==> src/logic/dcm_pkg.sv <==
// Register map, reset values and carriers of the display chroma/matrix/OSD/frame/SVM block
package dcm_pkg;
   // Sub-address offsets
   localparam logic [7:0] A_OSD_COLOUR_TABLE_LO = 8'h00;
   localparam logic [7:0] A_OSD_COLOUR_TABLE_HI = 8'h0f;
   localparam logic [7:0] A_FCOL    = 8'h11;
   localparam logic [7:0] A_CIF     = 8'h14;
   localparam logic [7:0] A_TRC     = 8'h66;
   localparam logic [7:0] A_CTB     = 8'h44;
   localparam logic [7:0] A_CTG     = 8'h48;
   localparam logic [7:0] A_CTR     = 8'h4c;
   localparam logic [7:0] A_FHB     = 8'h4f;
   localparam logic [7:0] A_FHE     = 8'h53;
   localparam logic [7:0] A_FVB     = 8'h63;
   localparam logic [7:0] A_FVE     = 8'h6f;
   localparam logic [7:0] A_MR1     = 8'h7c;
   localparam logic [7:0] A_MR2     = 8'h74;
   localparam logic [7:0] A_MG1     = 8'h6c;
   localparam logic [7:0] A_MG2     = 8'h64;
   localparam logic [7:0] A_MB1     = 8'h5c;
   localparam logic [7:0] A_MB2     = 8'h54;
   localparam logic [7:0] A_SR1     = 8'h78;
   localparam logic [7:0] A_SR2     = 8'h70;
   localparam logic [7:0] A_SG1     = 8'h68;
   localparam logic [7:0] A_SG2     = 8'h60;
   localparam logic [7:0] A_SB1     = 8'h58;
   localparam logic [7:0] A_SB2     = 8'h50;
   localparam logic [7:0] A_SVV     = 8'h62;
   localparam logic [7:0] A_SVT     = 8'h5e;
   localparam logic [7:0] A_SVL     = 8'h5a;
   localparam logic [7:0] A_SVD     = 8'h56;
   localparam logic [7:0] A_MSIDE   = 8'h75;
   localparam logic [7:0] A_MEXT    = 8'h71;
   localparam logic [7:0] A_FID     = 8'h47;
   // Indices into the 9-bit setting bank
   localparam int I_TRC = 0;
   localparam int I_CTR = 3;
   localparam int I_FHB = 4;
   localparam int I_FHE = 5;
   localparam int I_FVB = 6;
   localparam int I_FVE = 7;
   localparam int I_MC  = 8;
   localparam int I_SC  = 14;
   localparam int I_SB2 = 19;
   localparam int I_SVV = 20;
   localparam int I_SVT = 21;
   localparam int I_SVL = 22;
   localparam int I_SVD = 23;
   localparam int I_MSIDE = 24;
   localparam int I_MEXT  = 25;
   localparam int I_FID   = 26;
   localparam int NCFG    = 27;
   localparam logic [7:0] CFG_ADDR [NCFG] = '{
      A_TRC, A_CTB, A_CTG, A_CTR, A_FHB, A_FHE, A_FVB, A_FVE,
      A_MR1, A_MR2, A_MG1, A_MG2, A_MB1, A_MB2,
      A_SR1, A_SR2, A_SG1, A_SG2, A_SB1, A_SB2,
      A_SVV, A_SVT, A_SVL, A_SVD, A_MSIDE, A_MEXT, A_FID};
   localparam logic [8:0] CFG_RST [NCFG] = '{
      9'h151, 9'h088, 9'h088, 9'h088, 9'h000, 9'h000, 9'h10e, 9'h038,
      9'h000, 9'h056, 9'h1ea, 9'h1d4, 9'h071, 9'h000,
      9'h000, 9'h049, 9'h1ed, 9'h1db, 9'h061, 9'h000,
      9'h13c, 9'h13c, 9'h064, 9'h007, 9'h000, 9'h000, 9'h000};
   localparam logic [7:0]  CIF_RST  = 8'h08;
   localparam logic [11:0] FCOL_RST = 12'h000;
   // Power-up colour table
   localparam logic [11:0] OSD_COLOUR_TABLE_RST [16] = '{
      12'h000, 12'hf00, 12'h0f0, 12'h0f0, 12'h00f, 12'hf0f, 12'h0ff, 12'h7ff,
      12'h777, 12'h700, 12'h070, 12'h007, 12'h770, 12'h707, 12'h077, 12'hfff};
   // Field positions
   localparam int F_POL   = 3;
   localparam int F_ORDER = 4;
   localparam int F_BW    = 8;
   localparam int F_FEN   = 8;
   localparam int LUMA_DLY = 3;

   typedef struct packed {
      logic [7:0] luma;
      logic [7:0] chroma;
      logic       chroma_first;
      logic [2:0] prio;
      logic [3:0] osd_idx;
      logic [8:0] hpos;
      logic [8:0] vline;
      logic       field_start;
   } dcm_pix_s;

   typedef struct packed {
      logic [7:0] r;
      logic [7:0] g;
      logic [7:0] b;
   } dcm_rgb_s;

   typedef struct packed {
      logic        wr;
      logic [7:0]  addr;
      logic [15:0] data;
   } dcm_regwr_s;
endpackage

==> src/logic/dcm_top.sv <==
// Chroma formatting, inverse matrix, OSD table, frame generator and scan velocity modulation
// Summary of operation
// - Chroma delayed versus luma by -3..+4 steps from three-bit delay field.
// - Chroma samples read as two's complement or offset binary by polarity bit.
// - First multiplexed chroma sample is blue or red difference per order bit.
// - Transient stage applies 4-bit coring, 4-bit gain, narrow or wide bandwidth.
// - Main colour difference is coef one times Cb plus coef two times Cr, /128.
// - Independent side coefficient set of same format used for side pixels.
// - OSD table has 16 entries of 12 bits: blue low, green middle, red top.
// - Table entries take fixed default colours at power-up without host writes.
// - Frame colour is a 12-bit value packed like a table entry.
// - OSD amplitude per colour is table level times (OSD contrast + 4).
// - Frame amplitude per colour is frame level times (upper contrast nibble + 4).
// - Horizontal begin 0 disables frame; 1FF makes frame cover the full width of each frame line.
// - Vertical begin 0 disables frame; otherwise it is the first frame line.
// - Frame ends at 9-bit horizontal end position and vertical end line.
// - Video mode modulation uses 6-bit gain, 3-bit differentiator delay, 0 off.
// - Text mode modulation uses its own gain and delay of the same format.
// - Modulation clipped to 7-bit limit; host writes zeros to upper limit bits.
// - Modulation output delay field in half clock steps, used as whole clocks; setting 5 lags colour output by 3 clocks.
// - 4-bit coring applied to modulation; host writes zero to unused top bit.
// - Per pixel, priority mask bit picks main or side matrix.
// - Per pixel, priority mask bit picks video colour or table colour.
// - Frame priority id is used only when its enable bit is set.
`timescale 1ns/10ps
module dcm_top
   import dcm_pkg::*;
(
   input  wire logic             ref_clk,
   input  wire logic             rst,
   input  wire dcm_pkg::dcm_pix_s   pix_i,
   input  wire dcm_pkg::dcm_regwr_s reg_wr,
   input  wire logic [7:0]       reg_raddr,
   output dcm_pkg::dcm_rgb_s     colour_output,
   output logic signed [7:0]     velmod_output,
   output logic [15:0]           reg_rdata
);
   import dcm_pkg::*;

   // Saturate a signed sum to 0..255
   function automatic logic [7:0] sat_u8(input logic signed [19:0] v);
      if (v < 20'sd0) begin
         sat_u8 = 8'h00;
      end else if (v > 20'sd255) begin
         sat_u8 = 8'hff;
      end else begin
         sat_u8 = v[7:0];
      end
   endfunction

   // Insertion amplitude, level times (contrast + 4)
   function automatic logic [7:0] ins_amp(input logic [3:0] lvl, input logic [3:0] ct);
      logic [9:0] p;
      p = 10'(lvl) * (10'(ct) + 10'd4);
      ins_amp = (p > 10'd255) ? 8'hff : p[7:0];
   endfunction

   // Transient improvement on one colour-difference component
   function automatic logic signed [7:0] dti_f(
      input logic signed [7:0] cur,
      input logic signed [7:0] rf,
      input logic signed [7:0] mid,
      input logic [3:0] cor,
      input logic [3:0] gain);
      logic signed [8:0]  d;
      logic signed [8:0]  ad;
      logic signed [13:0] b;
      logic signed [15:0] s;
      d = $signed({cur[7], cur}) - $signed({rf[7], rf});
      ad = (d < 9'sd0) ? -d : d;
      if (ad <= $signed({5'h0, cor})) begin
         d = 9'sd0;
      end
      b = d * $signed({1'b0, gain});
      s = $signed({{8{mid[7]}}, mid}) + 16'(b >>> 3);
      if (s > 16'sd127) begin
         dti_f = 8'sd127;
      end else if (s < -16'sd128) begin
         dti_f = -8'sd128;
      end else begin
         dti_f = s[7:0];
      end
   endfunction

   // Setting bank, write-only 9-bit registers and their active copies, field-aligned for frame and coefficients
   logic [8:0]  cfg_q [NCFG];
   logic [8:0]  act_q [NCFG];
   logic [7:0]  cif_q;
   logic [11:0] fcol_q;
   logic [11:0] fcol_act_q;
   logic [11:0] osd_colour_table_q [16];
   wire         fld = pix_i.field_start;

   genvar gi;
   generate
      for (gi = 0; gi < NCFG; gi++) begin : g_cfg
         wire hit = reg_wr.wr && (reg_wr.addr == CFG_ADDR[gi]);
         wire hold = (gi >= I_FHB) && (gi <= I_SB2);
         // Host write to the setting
         always_ff @(posedge ref_clk or posedge rst) begin
            if (rst) begin
               cfg_q[gi] <= CFG_RST[gi];
            end else if (hit) begin
               cfg_q[gi] <= reg_wr.data[8:0];
            end
         end
         // Frame and coefficient copies wait for a new field
         always_ff @(posedge ref_clk or posedge rst) begin
            if (rst) begin
               act_q[gi] <= CFG_RST[gi];
            end else if (!hold || fld) begin
               act_q[gi] <= cfg_q[gi];
            end
         end
      end
   endgenerate

   // Format, frame colour and colour table writes
   wire cif_we  = reg_wr.wr && (reg_wr.addr == A_CIF);
   wire fcol_we = reg_wr.wr && (reg_wr.addr == A_FCOL);
   wire osd_colour_table_we = reg_wr.wr && (reg_wr.addr <= A_OSD_COLOUR_TABLE_HI);

   always_ff @(posedge ref_clk or posedge rst) begin
      if (rst) begin
         cif_q      <= CIF_RST;
         fcol_q     <= FCOL_RST;
         fcol_act_q <= FCOL_RST;
      end else begin
         if (cif_we) begin
            cif_q <= reg_wr.data[7:0]; // test bit kept only for read
         end
         if (fcol_we) begin
            fcol_q <= reg_wr.data[11:0];
         end
         if (fld) begin
            fcol_act_q <= fcol_q;
         end
      end
   end

   // Colour table with power-up contents
   always_ff @(posedge ref_clk or posedge rst) begin
      if (rst) begin
         for (int i = 0; i < 16; i++) begin
            osd_colour_table_q[i] <= OSD_COLOUR_TABLE_RST[i];
         end
      end else if (osd_colour_table_we) begin
         osd_colour_table_q[reg_wr.addr[3:0]] <= reg_wr.data[11:0];
      end
   end

   // Read-back of the only readable register
   always_ff @(posedge ref_clk or posedge rst) begin
      if (rst) begin
         reg_rdata <= 16'h0000;
      end else begin
         reg_rdata <= (reg_raddr == A_CIF) ? {8'h00, cif_q} : 16'h0000;
      end
   end

   // Chroma input formatting
   wire [7:0] c_fmt = cif_q[F_POL] ? {~pix_i.chroma[7], pix_i.chroma[6:0]}
                                   : pix_i.chroma;
   logic [7:0] first_q;
   logic [7:0] cb_q;
   logic [7:0] cr_q;
   wire        ord = cif_q[F_ORDER];
   always_ff @(posedge ref_clk or posedge rst) begin
      if (rst) begin
         first_q <= 8'h00;
         cb_q    <= 8'h00;
         cr_q    <= 8'h00;
      end else if (pix_i.chroma_first) begin
         first_q <= c_fmt;
      end else begin
         cb_q <= ord ? c_fmt : first_q;
         cr_q <= ord ? first_q : c_fmt;
      end
   end

   // Chroma and pixel delay lines; luma sits at the middle tap
   logic [7:0][15:0] cc_hist_q;
   dcm_pix_s [LUMA_DLY:0] p_hist_q;
   always_ff @(posedge ref_clk or posedge rst) begin
      if (rst) begin
         cc_hist_q <= '0;
         p_hist_q  <= '0;
      end else begin
         cc_hist_q <= {cc_hist_q[6:0], cb_q, cr_q};
         p_hist_q  <= {p_hist_q[LUMA_DLY-1:0], pix_i};
      end
   end

   // Tap 3 plus delay field, wrapping modulo 8, 0..7
   wire [2:0]  c_tap = 3'(3'd3 + cif_q[2:0]);
   wire [15:0] c_sel = cc_hist_q[c_tap];
   wire dcm_pix_s p_al = p_hist_q[LUMA_DLY];

   // Transient improvement per component
   logic [1:0][7:0] t0_q;
   logic [1:0][7:0] t1_q;
   logic [1:0][7:0] t2_q;
   logic [1:0][7:0] dti_q;
   dcm_pix_s   p_dti_q;
   wire [3:0] tr_cor  = act_q[I_TRC][3:0];
   wire [3:0] tr_gain = act_q[I_TRC][7:4];
   wire       tr_wide = act_q[I_TRC][F_BW];

   generate
      for (gi = 0; gi < 2; gi++) begin : g_dti
         wire signed [7:0] rf = tr_wide ? $signed(t1_q[gi]) : $signed(t2_q[gi]);
         // Component history and boosted edge
         always_ff @(posedge ref_clk or posedge rst) begin
            if (rst) begin
               t0_q[gi]  <= 8'h00;
               t1_q[gi]  <= 8'h00;
               t2_q[gi]  <= 8'h00;
               dti_q[gi] <= 8'h00;
            end else begin
               t0_q[gi]  <= c_sel[8*gi +: 8];
               t1_q[gi]  <= t0_q[gi];
               t2_q[gi]  <= t1_q[gi];
               dti_q[gi] <= dti_f($signed(t0_q[gi]), rf, $signed(t1_q[gi]),
                                  tr_cor, tr_gain);
            end
         end
      end
   endgenerate

   // Pixel attributes follow the transient stage
   always_ff @(posedge ref_clk or posedge rst) begin
      if (rst) begin
         p_dti_q <= '0;
      end else begin
         p_dti_q <= p_al;
      end
   end

   // Priority masks and frame window
   wire [2:0] pr       = p_dti_q.prio;
   wire       use_side = act_q[I_MSIDE][pr];
   wire       use_ext  = act_q[I_MEXT][pr];
   wire [8:0] hb = act_q[I_FHB];
   wire [8:0] he = act_q[I_FHE];
   wire [8:0] vb = act_q[I_FVB];
   wire [8:0] ve = act_q[I_FVE];
   wire [8:0] hp = p_dti_q.hpos;
   wire [8:0] vl = p_dti_q.vline;
   wire h_full = (hb == 9'h1ff);
   wire h_in   = (hb != 9'h000) && (h_full || ((hp >= hb) && (hp <= he)));
   wire v_in   = (vb != 9'h000) && (vl >= vb) && (vl <= ve);
   wire f_en   = act_q[I_FID][F_FEN];
   wire f_pri  = !f_en || (pr <= act_q[I_FID][2:0]);
   wire in_frm = h_in && v_in && f_pri;
   wire signed [7:0] cbv = $signed(dti_q[1]);
   wire signed [7:0] crv = $signed(dti_q[0]);
   wire [11:0] osd_e = osd_colour_table_q[p_dti_q.osd_idx];

   // Per colour: matrix, insertion amplitudes and output choice
   logic [2:0][7:0] col_d;
   generate
      for (gi = 0; gi < 3; gi++) begin : g_col
         wire [8:0] c1 = use_side ? act_q[I_SC + 2*gi] : act_q[I_MC + 2*gi];
         wire [8:0] c2 = use_side ? act_q[I_SC + 2*gi + 1] : act_q[I_MC + 2*gi + 1];
         wire signed [17:0] mx = $signed(c1) * cbv + $signed(c2) * crv;
         wire signed [19:0] sum = $signed({12'h000, p_dti_q.luma}) + 20'(mx >>> 7);
         wire [7:0] vid = sat_u8(sum);
         wire [3:0] ct  = act_q[I_CTR - gi][3:0];
         wire [3:0] fct = act_q[I_CTR - gi][7:4];
         wire [7:0] osd = ins_amp(osd_e[4*(2-gi) +: 4], ct);
         wire [7:0] frm = ins_amp(fcol_act_q[4*(2-gi) +: 4], fct);
         assign col_d[gi] = in_frm ? frm : (use_ext ? osd : vid);
      end
   endgenerate

   // Colour output register
   always_ff @(posedge ref_clk or posedge rst) begin
      if (rst) begin
         colour_output <= '0;
      end else begin
         colour_output <= '{r: col_d[0], g: col_d[1], b: col_d[2]};
      end
   end

   // Scan velocity modulation: text mode on table-coloured pixels
   logic [7:0][7:0] y_hist_q;
   wire [8:0] sv_set = use_ext ? act_q[I_SVT] : act_q[I_SVV];
   wire [5:0] sv_gain = sv_set[5:0];
   wire [2:0] sv_dly  = sv_set[8:6];
   wire [6:0] sv_lim  = act_q[I_SVL][6:0];
   wire [3:0] sv_cor  = act_q[I_SVD][7:4];
   wire [2:0] sv_out  = 3'(act_q[I_SVD][3:0] >> 1);
   wire signed [8:0] y_d = $signed({1'b0, p_dti_q.luma})
                         - $signed({1'b0, y_hist_q[sv_dly]});
   wire signed [8:0] y_df = (sv_dly == 3'd0) ? 9'sd0 : y_d;
   wire signed [15:0] sv_p = y_df * $signed({1'b0, sv_gain});
   wire signed [15:0] sv_s = sv_p >>> 4;
   wire signed [15:0] sv_a = (sv_s < 16'sd0) ? -sv_s : sv_s;
   wire signed [15:0] sv_c = (sv_a <= $signed({12'h000, sv_cor})) ? 16'sd0 : sv_s;
   wire signed [15:0] lim  = $signed({9'h000, sv_lim});
   wire signed [15:0] sv_l = (sv_c > lim) ? lim : ((sv_c < -lim) ? -lim : sv_c);
   logic [7:0][7:0] sv_hist_q;

   // Differentiator history and whole-clock output delay
   always_ff @(posedge ref_clk or posedge rst) begin
      if (rst) begin
         y_hist_q  <= '0;
         sv_hist_q <= '0;
      end else begin
         y_hist_q  <= {y_hist_q[6:0], p_dti_q.luma};
         sv_hist_q <= {sv_hist_q[6:0], sv_l[7:0]};
      end
   end

   // Modulation output register
   always_ff @(posedge ref_clk or posedge rst) begin
      if (rst) begin
         velmod_output <= 8'sd0;
      end else begin
         velmod_output <= $signed(sv_hist_q[sv_out]);
      end
   end
endmodule

==> config.mk <==
export PLATFORM = sky130hd
export DESIGN_NAME = dcm_top
export DESIGN_NICKNAME = d
export VERILOG_FILES = /design/src/logic/dcm_pkg.sv /design/src/logic/dcm_top.sv
export SDC_FILE = /design/constraint.sdc
export NUM_CORES = 2
export LEC_CHECK = 0
export ABC_CLOCK_PERIOD_IN_PS = 60000
export BUFFER_PORTS_ARGS = -buffer_cell sky130_fd_sc_hd__clkbuf_2
export CAP_MARGIN = 10
export CORE_UTILIZATION = 45
export CTS_CLUSTER_DIAMETER = 40
export DETAILED_ROUTE_END_ITERATION = 8
export SLEW_MARGIN = 5
export SYNTH_ARGS = -nofsm -noshare
export SYNTH_HDL_FRONTEND = slang
export SYNTH_SLANG_ARGS = --single-unit
==> constraint.sdc <==
create_clock -name ref_clk -period 60 [get_ports ref_clk]
set_clock_uncertainty 0.2 [all_clocks]
set_input_delay 9 -clock ref_clk [delete_from_list [all_inputs] [get_ports ref_clk]]
set_output_delay 9 -clock ref_clk [all_outputs]
set_load 0.01 [all_outputs]
==> results by stage <==
Place:
- The detailed placer's ending HPWL is 122400 µm.
- The count of buffers added on input and output ports is 113.
- The routability congestion estimate is 0.8781.

Synthesis:
- Of all flip-flops after synthesis, the portion carrying an async set or reset was 1.000.
- Synthesis inferred 1231 register bits.
- The count of cell types in the netlist is 85.
- The count of warnings emitted by yosys is 0.
- Of the post-synthesis cell area, the dominant cell type holds 0.3313.
- In this run, synthesis inferred 0 flip-flops with an integrated enable.
- Each instance of the synthesized netlist takes up on average 12.11 µm².
- The gate count of the mapped netlist is 6218.
- By area the synthesized netlist is led by dfrtp_1 (33%), fa_1 (16%), mux2_2 (9.6%).
- The largest total area in the synthesized netlist belongs to dfrtp_1.
- The part of the Yosys area used for sequential elements is 0.4130.
- The top flip-flop cell by instance count after synthesis is dfrtp_1.
- Summing every instance area after synthesis gives 0.07530 mm².

Clock network:
- The clock latency of the later-clocked register in the worst-skew pair is 0.81 ns.
- The longest clock path from root to sink contains 3 buffers.
- The cell chosen for the clock root is clkbuf_16.
- TritonCTS built the clock tree.
- The count of clock tree sinks is 1231.
- The count of buffers added by post-CTS timing repair for setup is 0.
- The clock transition at the registers of the reported paths is 0.06 ns.
- In this run, CTS created clock tree buffers numbering 171.
- The number of gates resized after CTS was 0.
- The clock tree synthesis step divided the H-tree into 4 levels.
- The number of buffers inserted by hold repair at cts is 0.

Outcome:
- The flow ran to the end, and the final reports show no timing, DRC or antenna violations.

Layout:
- Compared with the post-synthesis result, the final layout area differs by 12.26%.
- The share of final-layout standard cells stronger than drive strength 1 is 0.2373.
- In the final layout, the multi-input gates occupy 0.04028 mm².
- The layout filler cell count is 14440.
- The register area is 0.03110 mm².
- For this run, the post-layout net count is 7494.

Global route:
- The total congestion overflow after global routing is 0.
- The first global-routing pass estimated 273200 µm of wire.
- Entering global routing, the biggest net connects 181 pins.
- The number of global-route vias before repair is 47840.
- The total global routing track utilization is 0.2080.
- The number of antenna violations at the first check in global routing is 9.

Setup path:
- The setup slack on the worst flop-to-flop path is 45.59 ns.
- The startpoint type of the worst setup path is a register.
- For the worst setup path, the data arrival time is 14.89 ns.
- The worst setup path is of the reg -> reg kind.
- The startpoint of the lowest-slack register-to-register path is pr[0].
- The depth of the worst register-to-register path is 58.
- The largest individual stage delay along the critical path comes from the cell mux2i_4.
- The timing endpoint of the critical path is sv_hist_q[5].
- The cell repeated most along the worst path is o21ai_0.
- For the worst setup path, the data required time is 60.47 ns.
- For this run, the slowest stage of the critical path takes 0.80 ns.
- In this run the critical register-to-register path is captured at sv_hist_q[5].
- Along the worst path, the maximum fanout reaches 16.
- STA classifies the critical path endpoint as a register.
- The most critical setup path has its startpoint at pr[0].

Timing:
- The post-route fraction of the period consumed by the critical path is 0.2402.
- For the pin with the worst max-slew slack, the measured transition is 1.136 ns.
- The final hold violation count is 0.
- For the final routed database, the setup TNS stands at 0 ns.
- The timing-limited maximum frequency is 69.39 MHz.
- Headroom to the max-slew limit came out at 0.2213.
- The final count of pins violating max slew was 0.
- The shortest clock period the worst path allows after layout is 14.41 ns.
- Setup violations remaining at the end of the flow were counted as 0.
- Setup repair after global routing left no endpoint under its margin.

Routing:
- Across all layers, the routed design uses 45380 vias.
- The number of search-and-repair iterations in the first detailed-routing pass is 5.
- Dividing the detail-routed via count by the number of cells gives 5.211.
- The number of remaining DRC errors is 0.
- Dividing the detail-routed wire length by the instance count gives 19.52 µm.
- The count of nets left with antenna violations once routing finished came out at 0.
- The number of DRC markers after the initial detailed-route iteration is 2532.
- The overall routed net length is 170000 µm.

Floorplan:
- The number of placed I/O pins is 126.
- The standard-cell row count is 149.
- The core region is 0.1655 mm².
- The initial utilization of the core area, before any placement, comes to 0.4548.
- The die extent in y is 411.1 µm.
- The die width is 411.1 µm.
- The floorplan step defined a die boundary enclosing 0.1690 mm².

Flow run:
- The total of max-cap violations is 0.

Power:
- VDD sags by at most 0.08913 mV.
- The total power of the final layout is 4.952 mW.
- The reported leakage power is 40.48 nW.
- The total power density per cell area is 58.58 mW/mm².

Hold path:
- The classification of the worst-slack hold path is reg -> reg.
- Counting instances, the worst hold path has a depth of 0.
==> cell type report <==
cell class / instances / area share
Multi-Input combinational cell: 3946 / 0.4765
Sequential cell: 1231 / 0.3680
Clock buffer: 211 / 0.05429
Inverter: 832 / 0.03704
Tap cell: 2189 / 0.03240
Clock inverter: 111 / 0.01809
Timing Repair Buffer: 184 / 0.01360
Antenna cell: 4 / 0.0001184
==> state kept, by name, summed over array words and instances, names as in the netlist, 12 cells and up <==
name                flops
fcol_q                 12
cc_hist_q             128
p_al                   33
osd_colour_table_q    192
act_q                 193
sv_hist_q              64
cfg_q                 229
t2_q                   16
colour_output          24
fcol_act_q             12
y_hist_q               64
t1_q                   16
p_hist_q               99
p_dti_q                12
t0_q                   16
==> cell usage after synthesis (all sizes together), types with 16 or more instances <==
cell	instances
a21o	71
a21oi	130
a31oi	31
and2	200
and3	39
buf	39
clkbuf	177
dfrtp	997
dfstp	234
fa	588
ha	462
inv	832
mux2	644
mux2i	76
mux4	126
nand2	393
nand2b	90
nand3	46
nand4	18
nor2	206
nor2b	145
nor3	55
nor4	16
o21a	34
o21ai	161
o21bai	19
or2	36
or3	18
xnor2	127
xor2	57
==> metal layers <==
layer | wire (µm) | share of wire | vias up | GRT usage
li1 | - | - | 20860 | -
met1 | 80480 | 0.47 | 23510 | 0.2979
met2 | 79010 | 0.46 | 771 | 0.3309
met3 | 6945 | 0.041 | 229 | 0.03292
met4 | 3488 | 0.021 | 8 | 0.05147
met5 | 43 | 0.00025 | - | 0
==> cell usage in the layout (no fill, tap or decap), drive strengths merged, types with 72 or more instances in the layout <==
cell type	instances
nor2b	145
a21oi	130
mux2	644
dfrtp	997
ha	462
buf	72
clkbuf	323
o21ai	161
mux2i	76
dfstp	234
xnor2	127
mux4	126
nand2	393
nor2	206
inv	857
fa	588
and2	200
nand2b	90
==> metrics by stage <==
step / hold slack [ns] / setup slack, ns / cell area (µm²) / utilization / std cells
floorplan: 0.1312 / 16.50 / 75320 / - / 6225
global route: 0.1328 / 44.23 / 84520 / 0.5105 / 8705
detailed placement: 0.1347 / 45.58 / 78370 / 0.4734 / 8381
global placement: 0.1320 / 45.61 / 78370 / 0.4734 / 8381
CTS: 0.1174 / 45.49 / 84490 / 0.5104 / 8703
finish: 0.1186 / 45.59 / 84530 / 0.5106 / 8708
==> power breakdown <==
part           switching [mW]  internal [mW]  total (mW)
Sequential             0.0451          0.934       0.979
Clock                   0.409          0.631        1.04
Combinational            1.85           1.08        2.93
==> worst min path at each step <==
stage | from | to | slack (ns)
after floorplan | p_al[10] | hp[0] | 0.13
after global placement | p_hist_q[91] | p_al[5] | 0.13
after detailed placement | p_al[12] | hp[2] | 0.13
after CTS | p_al[21] | p_dti_q[21] | 0.12
after global routing | p_hist_q[39] | p_hist_q[82] | 0.13
final | p_al[42] | p_dti_q[42] | 0.12
==> cells by family after synthesis <==
| group | after synthesis | share of synthesized area |
|---|---|---|
| buffers and inverters | 1048 | 0.05289 |
| AND/OR/NAND/NOR | 1294 | 0.08711 |
| AO/OA/AOI/OAI | 564 | 0.04814 |
| other | 1 | 0.00004980 |
| XOR/XNOR | 184 | 0.02140 |
| multiplexers | 846 | 0.1443 |
| flip-flops | 1231 | 0.4130 |
| adder cells (fa/ha/maj) | 1050 | 0.2331 |
==> worst max-delay path: cells and delay by family (launching register included) <==
kind / cells / cell delay [ns]
AO/OA/AOI/OAI: 22 / 3.96
adder cells (fa/ha/maj): 8 / 3.32
AND/OR/NAND/NOR: 17 / 2.87
multiplexers: 6 / 2.79
flip-flops: 1 / 0.53
buffers and inverters: 4 / 0.40
XOR/XNOR: 1 / 0.14
Power figures use the tool's default switching activity.
